===== src/logic/supervisor_pkg.sv =====
`default_nettype none
package supervisor_pkg;

  // Clock rate and nominal durations
  localparam int unsigned CLOCK_MHZ          = 20;
  localparam int unsigned BROWNOUT_TIMER_US  = 54000;
  localparam int unsigned HIGH_TO_LOW_US     = 54000;
  localparam int unsigned LOW_TO_HIGH_US     = 300;
  localparam int unsigned BROWNOUT_CYC       = BROWNOUT_TIMER_US * CLOCK_MHZ;
  localparam int unsigned HIGH_TO_LOW_CYC    = HIGH_TO_LOW_US * CLOCK_MHZ;
  localparam int unsigned LOW_TO_HIGH_CYC    = LOW_TO_HIGH_US * CLOCK_MHZ;
  localparam int unsigned TIMER_W            = 21;
  localparam int unsigned SYNC_STAGES        = 2;

  // Line range encodings and reset values
  localparam logic [1:0] ONTIME_DIV_LOW      = 2'h1;
  localparam logic [1:0] ONTIME_DIV_HIGH     = 2'h3;
  localparam logic       HIGH_LINE_RESET     = 1'h0;

  // Comparator and status inputs, each high when the condition holds
  typedef struct packed {
    logic supply_above_inhibit;
    logic supply_above_start;
    logic supply_above_stop;
    logic supply_above_standby;
    logic supply_above_ovp;
    logic line_above_bo_start;
    logic line_above_bo_stop;
    logic line_above_drive_disable;
    logic line_above_line_select;
    logic hv_pin_above_ps;
    logic line_pin_above_ps;
    logic line_absent;
    logic power_saving_mode;
    logic fault_latching;
    logic fault_auto;
  } cmp_t;

  // Startup source and supply controls
  typedef struct packed {
    logic hv_src_on;
    logic line_src_on;
    logic src_full;
    logic sink_on;
    logic low_current;
  } supply_ctl_t;

  // Converter stage controls
  typedef struct packed {
    logic pfc_enable;
    logic flyback_enable;
    logic divider_connect;
    logic latched;
  } stage_ctl_t;

  // Line range outputs
  typedef struct packed {
    logic       high_line;
    logic       ff_gain_high;
    logic [1:0] ontime_div;
  } range_ctl_t;

  typedef enum logic [6:0] {
    ST_CHARGE = 7'h01,
    ST_RUN    = 7'h02,
    ST_SAVE   = 7'h04,
    ST_SINK   = 7'h08,
    ST_DISCH  = 7'h10,
    ST_LOWCUR = 7'h20,
    ST_LATCH  = 7'h40
  } state_t;

endpackage
`default_nettype wire


===== src/logic/supply_startup_line_supervisor.sv =====
//
// Notes on behaviour
// - Full startup current only above inhibit level, reduced current below it.
// - At start threshold, both startup sources off and controller enabled.
// - Below stop threshold, stages off and both startup sources on.
// - Power saving: source on below standby level, off above it.
// - Power saving: a source charges only while its pin is above 30 V.
// - Leaving power saving enables both sources; restart at start threshold.
// - Supply overvoltage while flyback runs latches the controller off.
// - Fault disables controller; restart at start threshold once faults clear.
// - Flyback enabled only with line above brown-out start and supply started.
// - Line rising past brown-out start enables startup sources at once.
// - Line below brown-out stop runs 54 ms timer, then stages off below 30 V.
// - Range flag powers up as low line.
// - Line above select level over 300 us switches to high line.
// - After high to low switch, inhibit low-to-high timer until brown-out stop.
// - High line: 54 ms below select level returns to low line.
// - High line cuts maximum PFC on time by three.
// - Range from peak line level selects one of two feedforward gains.
// - Line absent: controller off, sink supply to stop level, then sources on.
// - After the first discharge, low current state at stop level.
// - PFC disabled means its feedback divider is disconnected.
`timescale 1ns/1ps
`default_nettype none
module supply_startup_line_supervisor #(
  parameter int unsigned BROWNOUT_CYC    = supervisor_pkg::BROWNOUT_CYC,
  parameter int unsigned LOW_TO_HIGH_CYC = supervisor_pkg::LOW_TO_HIGH_CYC,
  parameter int unsigned HIGH_TO_LOW_CYC = supervisor_pkg::HIGH_TO_LOW_CYC
) (
  // Clock and reset
  input  wire logic                        i_clock,
  input  wire logic                        i_srst,
  // Comparator results
  input  wire supervisor_pkg::cmp_t        i_cmp,
  // Controls
  output var  supervisor_pkg::supply_ctl_t o_supply,
  output var  supervisor_pkg::stage_ctl_t  o_stage,
  output var  supervisor_pkg::range_ctl_t  o_range
);

  localparam int unsigned CW = supervisor_pkg::TIMER_W;

  function automatic logic timer_done(input logic [CW-1:0] cnt,
                                      input logic [CW-1:0] last);
    timer_done = (cnt == last);
  endfunction

  logic [$bits(supervisor_pkg::cmp_t)-1:0] cmp_bits;
  supervisor_pkg::cmp_t                    cmp;
  supervisor_pkg::state_t                  state;
  supervisor_pkg::state_t                  next_state;
  supervisor_pkg::supply_ctl_t             next_supply;
  supervisor_pkg::stage_ctl_t              next_stage;
  supervisor_pkg::range_ctl_t              next_range;
  logic                                    bo_ok;
  logic                                    bo_expired;
  logic [CW-1:0]                           bo_cnt;
  logic                                    line_start_prev;
  logic                                    high_line;
  logic                                    lh_inhibit;
  logic [CW-1:0]                           lh_cnt;
  logic [CW-1:0]                           hl_cnt;
  logic                                    discharge_seen;

  level_sync #(
    .WIDTH ($bits(supervisor_pkg::cmp_t))
  ) u_sync (
    .i_clock (i_clock),
    .i_srst  (i_srst),
    .i_async (i_cmp),
    .o_sync  (cmp_bits)
  );

  assign cmp = supervisor_pkg::cmp_t'(cmp_bits);

  // Decoded conditions
  wire line_start_rise = cmp.line_above_bo_start && !line_start_prev;
  wire fault_latch     = cmp.fault_latching
                         || (o_stage.flyback_enable && cmp.supply_above_ovp);
  wire start_ok        = cmp.supply_above_start && !cmp.fault_auto;
  wire in_charge       = (state == supervisor_pkg::ST_CHARGE);
  wire in_run          = (state == supervisor_pkg::ST_RUN);
  wire in_save         = (state == supervisor_pkg::ST_SAVE);
  wire in_disch        = (state == supervisor_pkg::ST_DISCH);
  wire run_en          = in_run && bo_ok;
  wire save_need       = in_save && !cmp.supply_above_standby;
  wire bo_last         = timer_done(bo_cnt, CW'(BROWNOUT_CYC - 1));
  wire lh_run          = !high_line && !lh_inhibit && cmp.line_above_line_select;
  wire hl_run          = high_line && !cmp.line_above_line_select;
  wire lh_last         = timer_done(lh_cnt, CW'(LOW_TO_HIGH_CYC));
  wire hl_last         = timer_done(hl_cnt, CW'(HIGH_TO_LOW_CYC - 1));
  wire to_high         = lh_run && lh_last;
  wire to_low          = hl_run && hl_last;

  always_comb
  begin
    next_state = state;
    unique case (state)
      supervisor_pkg::ST_CHARGE:
      begin
        if (cmp.line_absent)
          next_state = supervisor_pkg::ST_SINK;
        else if (cmp.fault_latching)
          next_state = supervisor_pkg::ST_LATCH;
        else if (start_ok)
          next_state = supervisor_pkg::ST_RUN;
      end
      supervisor_pkg::ST_RUN:
      begin
        if (cmp.line_absent)
          next_state = supervisor_pkg::ST_SINK;
        else if (fault_latch)
          next_state = supervisor_pkg::ST_LATCH;
        else if (cmp.fault_auto)
          next_state = supervisor_pkg::ST_CHARGE;
        else if (!cmp.supply_above_stop)
          next_state = supervisor_pkg::ST_CHARGE;
        else if (line_start_rise && !bo_ok)
          next_state = supervisor_pkg::ST_CHARGE;
        else if (cmp.power_saving_mode)
          next_state = supervisor_pkg::ST_SAVE;
      end
      supervisor_pkg::ST_SAVE:
      begin
        if (cmp.line_absent)
          next_state = supervisor_pkg::ST_SINK;
        else if (!cmp.power_saving_mode)
          next_state = supervisor_pkg::ST_CHARGE;
      end
      supervisor_pkg::ST_SINK:
      begin
        if (!cmp.supply_above_stop)
          next_state = supervisor_pkg::ST_DISCH;
      end
      supervisor_pkg::ST_DISCH:
      begin
        if (discharge_seen && !cmp.supply_above_stop)
          next_state = supervisor_pkg::ST_LOWCUR;
        else if (line_start_rise && !cmp.line_absent)
          next_state = supervisor_pkg::ST_CHARGE;
      end
      supervisor_pkg::ST_LOWCUR:
      begin
        if (line_start_rise && !cmp.line_absent)
          next_state = supervisor_pkg::ST_CHARGE;
      end
      supervisor_pkg::ST_LATCH:
      begin
        next_state = supervisor_pkg::ST_LATCH;
      end
      default:
      begin
        next_state = supervisor_pkg::ST_CHARGE;
      end
    endcase
  end

  // Output decode
  always_comb
  begin
    next_supply.hv_src_on   = in_charge || in_disch
                              || (save_need && cmp.hv_pin_above_ps);
    next_supply.line_src_on = in_charge || in_disch
                              || (save_need && cmp.line_pin_above_ps);
    next_supply.src_full    = cmp.supply_above_inhibit;
    next_supply.sink_on     = (state == supervisor_pkg::ST_SINK);
    next_supply.low_current = (state == supervisor_pkg::ST_LOWCUR);
    next_stage.pfc_enable      = run_en;
    next_stage.flyback_enable  = run_en;
    next_stage.divider_connect = run_en;
    next_stage.latched         = (state == supervisor_pkg::ST_LATCH);
    next_range.high_line    = high_line;
    next_range.ff_gain_high = high_line;
    next_range.ontime_div   = high_line ? supervisor_pkg::ONTIME_DIV_HIGH
                                        : supervisor_pkg::ONTIME_DIV_LOW;
  end

  always_ff @(posedge i_clock)
  begin
    if (i_srst)
    begin
      state          <= supervisor_pkg::ST_CHARGE;
      discharge_seen <= 1'b0;
      o_supply       <= '0;
      o_stage        <= '0;
      o_range        <= '0;
    end
    else
    begin
      state          <= next_state;
      discharge_seen <= in_disch && (discharge_seen || cmp.supply_above_stop);
      o_supply       <= next_supply;
      o_stage        <= next_stage;
      o_range        <= next_range;
    end
  end

  // Brown-out timer and drive permission
  always_ff @(posedge i_clock)
  begin
    if (i_srst)
    begin
      line_start_prev <= 1'b0;
      bo_ok           <= 1'b0;
      bo_cnt          <= '0;
      bo_expired      <= 1'b0;
    end
    else
    begin
      line_start_prev <= cmp.line_above_bo_start;
      if (cmp.line_above_bo_stop)
      begin
        bo_cnt     <= '0;
        bo_expired <= 1'b0;
      end
      else if (!bo_expired)
      begin
        bo_cnt     <= bo_cnt + CW'(1);
        bo_expired <= bo_last;
      end
      if (line_start_rise)
        bo_ok <= 1'b1;
      else if (bo_expired && !cmp.line_above_drive_disable)
        bo_ok <= 1'b0;
    end
  end

  // Line range detector
  always_ff @(posedge i_clock)
  begin
    if (i_srst)
    begin
      high_line  <= supervisor_pkg::HIGH_LINE_RESET;
      lh_inhibit <= 1'b0;
      lh_cnt     <= '0;
      hl_cnt     <= '0;
    end
    else
    begin
      lh_cnt <= lh_run && !lh_last ? lh_cnt + CW'(1) : '0;
      hl_cnt <= hl_run && !hl_last ? hl_cnt + CW'(1) : '0;
      if (to_high)
        high_line <= 1'b1;
      else if (to_low)
        high_line <= 1'b0;
      if (to_low)
        lh_inhibit <= 1'b1;
      else if (!cmp.line_above_bo_stop)
        lh_inhibit <= 1'b0;
    end
  end
endmodule // supply_startup_line_supervisor
`default_nettype wire


===== src/logic/level_sync.sv =====
`timescale 1ns/1ps
`default_nettype none
module level_sync #(
  parameter int unsigned WIDTH = 1
) (
  // Clock and reset
  input  wire logic             i_clock,
  input  wire logic             i_srst,
  // Levels in and out
  input  wire logic [WIDTH-1:0] i_async,
  output var  logic [WIDTH-1:0] o_sync
);

  logic [WIDTH-1:0] stage1;

  // Two flip-flop synchroniser
  always_ff @(posedge i_clock)
  begin
    if (i_srst)
    begin
      stage1 <= '0;
      o_sync <= '0;
    end
    else
    begin
      stage1 <= i_async;
      o_sync <= stage1;
    end
  end

endmodule // level_sync
`default_nettype wire


===== config.mk =====
export PLATFORM = sky130hd
export DESIGN_NAME = supply_startup_line_supervisor
export DESIGN_NICKNAME = d
export VERILOG_FILES = /design/src/logic/supervisor_pkg.sv /design/src/logic/supply_startup_line_supervisor.sv /design/src/logic/level_sync.sv
export SDC_FILE = /design/constraint.sdc
export NUM_CORES = 1
export LEC_CHECK = 0
export BUFFER_PORTS_ARGS = -buffer_cell sky130_fd_sc_hd__buf_2
export CORE_UTILIZATION = 30
export DETAILED_ROUTE_END_ITERATION = 6
export PLACE_DENSITY_LB_ADDON = 0.2
export SYNTH_ARGS = -nofsm -noshare
export SYNTH_HDL_FRONTEND = slang
export SYNTH_HIERARCHICAL = 1
export SYNTH_SLANG_ARGS = --single-unit

===== constraint.sdc =====
create_clock -name i_clock -period 3.4 [get_ports i_clock]
set_clock_uncertainty 0.15 [all_clocks]
set_input_delay 0.68 -clock i_clock [delete_from_list [all_inputs] [get_ports i_clock]]
set_output_delay 0.68 -clock i_clock [all_outputs]
set_load 0.05 [all_outputs]

==> results by group, run 1 <==
Clocking
  – H-tree depth: 4
  – Maximum buffer depth of the clock tree: 2
  – Sink Count: 115
  – CTS tree: built
  – Worst skew pair latency: 0.42 ns
  – Worst-path clk slew: 0.05 ns
  – Post-CTS setup buffers: 0
  – Post-CTS Resized: 0
  – CTS Buf Count: 17
  – Post-CTS Hold Buffers: 0
  – CTS root buffer: clkbuf_16

Synth
  – Post-synth EDFFs: 0
  – Share of the synthesized area in the top cell type: 48.4%
  – Synthesized area: 4760 um^2
  – Distinct cells, synth: 52
  – Area contributors post-synth: dfxtp_1 (48%), nor2_1 (7.0%), xnor2_1 (6.1%)
  – Post-synth top cells: dfxtp_1 (115), nor2_1 (89), xnor2_1 (33), nand2_1 (29), xor2_1 (26)
  – Top-count cell post-synth: dfxtp_1
  – Syn avg cell area: 9.33 um^2
  – Synth warn: 6
  – Ys flop type: dfxtp_1
  – FFs w/ async S/R, synth: 0%
  – FF+latch count, synth: 115
  – Syn Nets: 531
  – Area leader, netlist: dfxtp_1
  – Seq/Total Area, Yosys: 48.4%
  – Syn Inst Count: 510

Floorplan
  – Core Rows: 45
  – Die Span X: 128 um
  – Die Area: 16400 um^2
  – CORE AREA: 15300 um^2
  – Height of the die: 128 um
  – Ports: 30
  – Initial Util: 31.1%

Route
  – Final WL: 8.77 mm
  – Vias/cell: 4.39
  – DR vias: 3355
  – DRT iter0 DRCs: 239
  – First-pass DRT Iterations: 4
  – Drt wl/cell: 11.5 um
  – Number of remaining DRC errors: 0
  – Post-route ant nets: 0

Final layout
  – Filler cells: 1586
  – Storage cell area: 2300 um^2
  – Multi-input logic area: 2260 um^2
  – Diode count: 0
  – Layout cell share with drive strength beyond 1: 17.9%
  – Synth-to-layout area growth: 19.8%
  – Nets@finish: 562
  – Fin area: 5700 um^2

Placement
  – Cell Area, Placed: 5060 um^2
  – I/O Buffers: 29
  – GPL Wtd Cong: 0.739
  – DPL Wire Length: 5.94 mm

GRT
  – Largest net degree at the start of global routing: 48
  – Total global routing overflow: 0
  – Initial antenna violation count: 0
  – Vias in the first global route: 3328
  – First-pass GRT wire length: 15.4 mm
  – All-Layer GR Usage: 12.2%

STA
  – Final-report setup violation count: 0
  – Final Hold Viols: 0
  – Setup_tns: 0 ns
  – Measured slew at the worst slew-check pin: 0.900 ns
  – Fin. max-slew vios: 0
  – Final worst path period share: 67.8%
  – RSZ-0062 raised after global routing: false
  – Slew Limit Headroom: 39.7%
  – Fmax: 434 MHz
  – Min cycle time layout: 2.30 ns

Pwr
  – Total leakage power: 2.02 nW
  – Switching power: 782 uW
  – Share of total power in the clock network: 54.1%
  – Power Internal: 2.77 mW
  – Comb pwr share: 5.9%
  – Sw Share: 22.0%
  – Worst VDD drop: 0.388 mV
  – Pwr/cell area: 624 nW/um^2
  – Sequential Power Share: 39.9%

Worst setup path
  – Nature of the critical path startpoint: register
  – Critical-path maximum fanout: 21
  – Crit path DAT: 2.42 ns
  – Critical path class: reg -> reg
  – Worst EP required: 3.51 ns
  – Critical path endpoint category: register

Run status
  – Status: finished, final reports clean

Hold path
  – Hold crit path type: reg -> reg

Run
  – Max Cap Viol: 0
## layout by cell type (no fill, tap or decap), types with 3 or more instances in the layout
cell,n
clkinvlp_4,3
and4_1,5
and3_1,9
nand4b_1,5
or2_2,3
ha_1,4
nand3_1,18
nand2b_1,5
a21oi_1,10
xor2_1,26
nor4b_1,4
clkbuf_1,3
nor2b_2,24
and2_1,6
o21ai_0,6
xnor2_1,33
nor4_1,13
nand2_1,29
buf_2,29
inv_1,18
bufinv_16,5
nor2_1,89
nor3_1,12
dfxtp_1,115
clkbuf_16,17
nand4_1,13
nor2b_1,12
## logic make-up (layout without fill, tap and decap cells)
group                      after synthesis  after routing  share of synthesized area (%)
buffers and inverters                   37             81                           4.00
and+or+nand+nor                        263            263                           31.1
muxes                                    1              1                          0.210
DFF                                    115            115                           48.4
AOI/OAI and AO/OA                       31             31                           4.31
xor gates and xnor gates                59             59                           10.9
adders and majority gates                4              4                           1.05
## path summary, 6_finish.rpt
| check | from | endpoint | slack [ns] | depth (start not counted) |
|---|---|---|---|---|
| setup / recovery | lh_cnt[0]$_SDFF_PP0_ | lh_cnt[9]$_SDFF_PP0_ | 1.10 | 7 |
| hold / removal | hl_cnt[0]$_SDFF_PP0_ | hl_cnt[0]$_SDFF_PP0_ | 0.29 | 1 |
| setup reg to reg | lh_cnt[0]$_SDFF_PP0_ | lh_cnt[9]$_SDFF_PP0_ | 1.10 | 7 |
| hold reg to reg | hl_cnt[0]$_SDFF_PP0_ | hl_cnt[0]$_SDFF_PP0_ | 0.29 | 1 |
## power groups by stage
stage | combinational, mW | clock [mW] | sequential [mW]
6_report | 0.211 | 1.92 | 1.42
5_1_grt | 0.233 | 2.03 | 1.42
4_1_cts | 0.214 | 1.97 | 1.42
3_5_place_dp | 0.212 | 0 | 1.45
3_3_place_gp | 0.211 | 0 | 1.45
2_1_floorplan | 0.139 | 0 | 1.47
## final cells by class
type | instances | share of cell area, %
Timing Repair Buffer | 31 | 2.81
Clock inverter | 12 | 3.58
Tap cell | 211 | 4.63
Sequential cell | 115 | 40.4
Clock buffer | 20 | 7.66
Multi-Input combinational cell | 358 | 39.7
Inverter | 18 | 1.19
## metrics by stage
step	setup slack (ns)	utilization, %	hold WS (ns)	std cells	power (mW)
after CTS	0.972	37.2	0.291	765	3.60
after global placement	1.08	33.0	0.276	733	1.66
final	1.10	37.2	0.286	765	3.55
after floorplan	1.64	-	0.263	510	1.61
after detailed placement	0.989	33.0	0.272	733	1.66
after global routing	0.742	37.2	0.307	765	3.69
## sequential cells by signal, summed over array words and instances (netlist names), 2 cells and up
register / flops
u_sync/stage1: 15
lh_cnt: 21
state: 7
o_supply: 5
bo_cnt: 21
hl_cnt: 21
o_stage: 2
u_sync/o_sync: 15
o_range: 2
## layer usage
layer | GRT usage [%] | up-vias | share of wire, %
met5 | 0 | - | 0
met4 | 7.40 | 0 | 2.1
met3 | 4.05 | 16 | 3.5
met2 | 18.5 | 47 | 45
met1 | 14.8 | 1523 | 50
li1 | - | 1769 | -
## critical path, cell delays in order, from the launching register on
cell	delay [ns]
dfxtp_1	0.34
inv_1	0.07
ha_1	0.13
nor4b_1	0.22
nand2_1	0.08
nor3_1	0.31
nand4bb_1	0.73
nor2_1	0.12
(Power assumes the default switching activity.)
==> run 2, diff against run 1 <==
==> constraint.sdc (replaced) <==
create_clock -name i_clock -period 2 [get_ports i_clock]
set_clock_uncertainty 0.15 [all_clocks]
set_input_delay 0.4 -clock i_clock [delete_from_list [all_inputs] [get_ports i_clock]]
set_output_delay 0.4 -clock i_clock [all_outputs]
set_load 0.05 [all_outputs]
==> run 2 against run 1 <==
Total power is 61% higher; hold slack worse by 0.24 ns; combinational power is 79% higher; final cell count is 1.6% higher; design area is 0.97% higher; register-to-register slack worse by 0.87 ns; via count is 2.5% higher; critical endpoint is now lh_cnt[17]$_SDFF_PP0_.
==> results by group, run 2 (synthesis results as in run 1) <==
Clocking
  – CTS tree: built
  – Worst-path clk slew: 0.05 ns (about the same)
  – Maximum buffer depth of the clock tree: 2 (unchanged)
  – Post-CTS Hold Buffers: 0 (unchanged)
  – H-tree depth: 4 (unchanged)
  – CTS Buf Count: 17 (unchanged)
  – CTS root buffer: clkbuf_16
  – Sink Count: 115 (unchanged)
  – Worst skew pair latency: 0.41 ns (about the same)

Final layout
  – Non-filler instance count after layout: 777 (+1.6%)
  – Layout cell share with drive strength beyond 1: 20.3% (+2.4 points)
  – Synth-to-layout area growth: 21.0%
  – Nets@finish: 574 (+2.1%)
  – Top flop regs: bo_cnt: 21 flops, hl_cnt: 21 flops, lh_cnt: 21 flops
  – Diode count: 0 (unchanged)
  – Most frequent cells in the layout: dfxtp_1 (115), nor2_1 (89), xnor2_1 (33)
  – Most common cell after layout, fill and taps aside: dfxtp_1

Worst setup path
  – Crit path DAT: 1.93 ns (-0.49 ns)
  – Crit path buf inv count: 2 (+1)
  – Critical path endpoint category: register
  – Largest stage delay, worst path: 0.34 ns (-0.39 ns)
  – Cell family with most CP delay: simple AND/OR/NAND/NOR gates
  – Critical-path maximum fanout: 21 (unchanged)
  – Worst EP required: 2.15 ns (-1.36 ns)
  – Critical-path cell list: inv_1 -> ha_1 -> nor4b_1 -> nand2_1 -> nor3_2 -> nand4bb_1 -> buf_12 -> nor2_1
  – Nature of the critical path startpoint: register
  – Critical path class: reg -> reg
  – Slowest stage cell on the critical path: dfxtp_1

Route
  – Post-route ant nets: 0 (unchanged)
  – DR vias: 3440 (+2.5%)
  – Final WL: 8.84 mm (+0.72%)
  – Vias/cell: 4.43 (+0.95%)
  – Number of remaining DRC errors: 0 (unchanged)
  – First-pass DRT Iterations: 4 (unchanged)
  – DRT iter0 DRCs: 171 (-28%)
  – Drt wl/cell: 11.4 um (-0.84%)

Floorplan
  – Initial Util: 31.1% (unchanged)
  – Ports: 30 (unchanged)
  – Core Rows: 45 (unchanged)
  – Die Span X: 128 um (unchanged)
  – Height of the die: 128 um (unchanged)
  – CORE AREA: 15300 um^2 (unchanged)
  – Die Area: 16400 um^2 (unchanged)

GRT
  – All-Layer GR Usage: 12.0% (-0.20 points)
  – Total global routing overflow: 0 (unchanged)
  – Initial antenna violation count: 0 (unchanged)
  – Largest net degree at the start of global routing: 27 (-44%)
  – First-pass GRT wire length: 15.4 mm (-0.14%)
  – Vias in the first global route: 3310 (-0.54%)

Placement
  – GPL Wtd Cong: 0.759 (+2.7%)
  – I/O Buffers: 29 (unchanged)
  – DPL Wire Length: 6.19 mm (+4.2%)
  – Cell count after placement: 743 (+1.4%)

Hold path
  – Hold crit path type: in -> reg

Run
  – Max Cap Viol: 0 (unchanged)

Pwr
  – Pwr/cell area: 994 nW/um^2 (+59%)
  – Worst VDD drop: 0.695 mV (+79%)
  – Total leakage power: 2.05 nW (+1.8%)

STA
  – Final worst path period share: 89.0% (+21 points)
  – Fmax: 562 MHz (+30%)
  – Min cycle time layout: 1.78 ns (-0.526 ns)
  – Setup_tns: 0 ns (unchanged)
  – Slew Limit Headroom: 66.6% (+27 points)
  – Measured slew at the worst slew-check pin: 0.495 ns (-0.405 ns)
  – Fin. max-slew vios: 0 (unchanged)
  – Final Hold Viols: 0 (unchanged)
  – Final-report setup violation count: 0 (unchanged)
  – RSZ-0062 raised after global routing: false

Run status
  – Status: finished, final reports clean
run 2: cell count changes in the layout (fill, tap and decap cells not counted), moves of 2 or more:
cell / previous run / this run
clkbuf_8: 0 / 2
clkbuf_1: 3 / 0
bufinv_16: 5 / 2
clkinvlp_4: 3 / 5
buf_4: 2 / 13
clkinv_2: 1 / 4
run 2: layout make-up:
cell class	count	area (um^2)
Multi-Input combinational cell	358	2270
Sequential cell	115	2300
Tap cell	211	264
Fill cell	1592	9560
Timing Repair Buffer	43	263
Clock buffer	19	453
Clock inverter	13	135
Inverter	18	67.6
run 2: stage by stage:
stage                     utilization, %  setup slack, ns  area, um^2  hold slack [ns]  power (mW)
after floorplan                        -            0.237        4760            0.263        2.73
after global placement              33.6            0.147        5140            0.270        2.84
after detailed placement            33.6            0.115        5140            0.272        2.84
after CTS                           37.4            0.107        5730           0.0265        5.81
after global routing                37.6           0.0354        5750           0.0255        5.97
final                               37.6            0.221        5750           0.0461        5.72
run 2: layer usage:
metal,routed length (um),GRT usage (%)
met1,4450,15.0
met2,3900,18.0
met3,304,3.92
met4,186,6.85
met5,0,0
run 2: worst reg2reg max path: stages (launching register included):
cell	delay (ns)
dfxtp_1	0.34
inv_1	0.06
ha_1	0.13
nor4b_1	0.23
nand2_1	0.10
nor3_2	0.22
nand4bb_1	0.21
buf_12	0.17
nor2_1	0.06
run 2: what timing repair did:
action,4_1_cts,5_1_grt
buffers inserted,0,2
endpoints found under the hold margin,0,0
setup endpoints to repair,0,22
gates resized for setup,0,1
run 2: final timing paths:
kind	cells after the start	slack (ns)	end	start
worst max register to register	8	0.22	lh_cnt[17]$_SDFF_PP0_	lh_cnt[0]$_SDFF_PP0_
worst max-delay path	8	0.22	lh_cnt[17]$_SDFF_PP0_	lh_cnt[0]$_SDFF_PP0_
worst min register to register	1	0.28	u_sync/o_sync[11]$_SDFF_PP0_	u_sync/stage1[11]$_SDFF_PP0_
worst min-delay path	2	0.05	u_sync/stage1[5]$_SDFF_PP0_	i_cmp[5]
run 2: power breakdown:
| group | switching (mW) | internal, mW | leakage (nW) |
|---|---|---|---|
| logic | 0.220 | 0.157 | 0.842 |
| registers | 0.0518 | 2.36 | 0.935 |
| clock network | 1.04 | 1.89 | 0.277 |
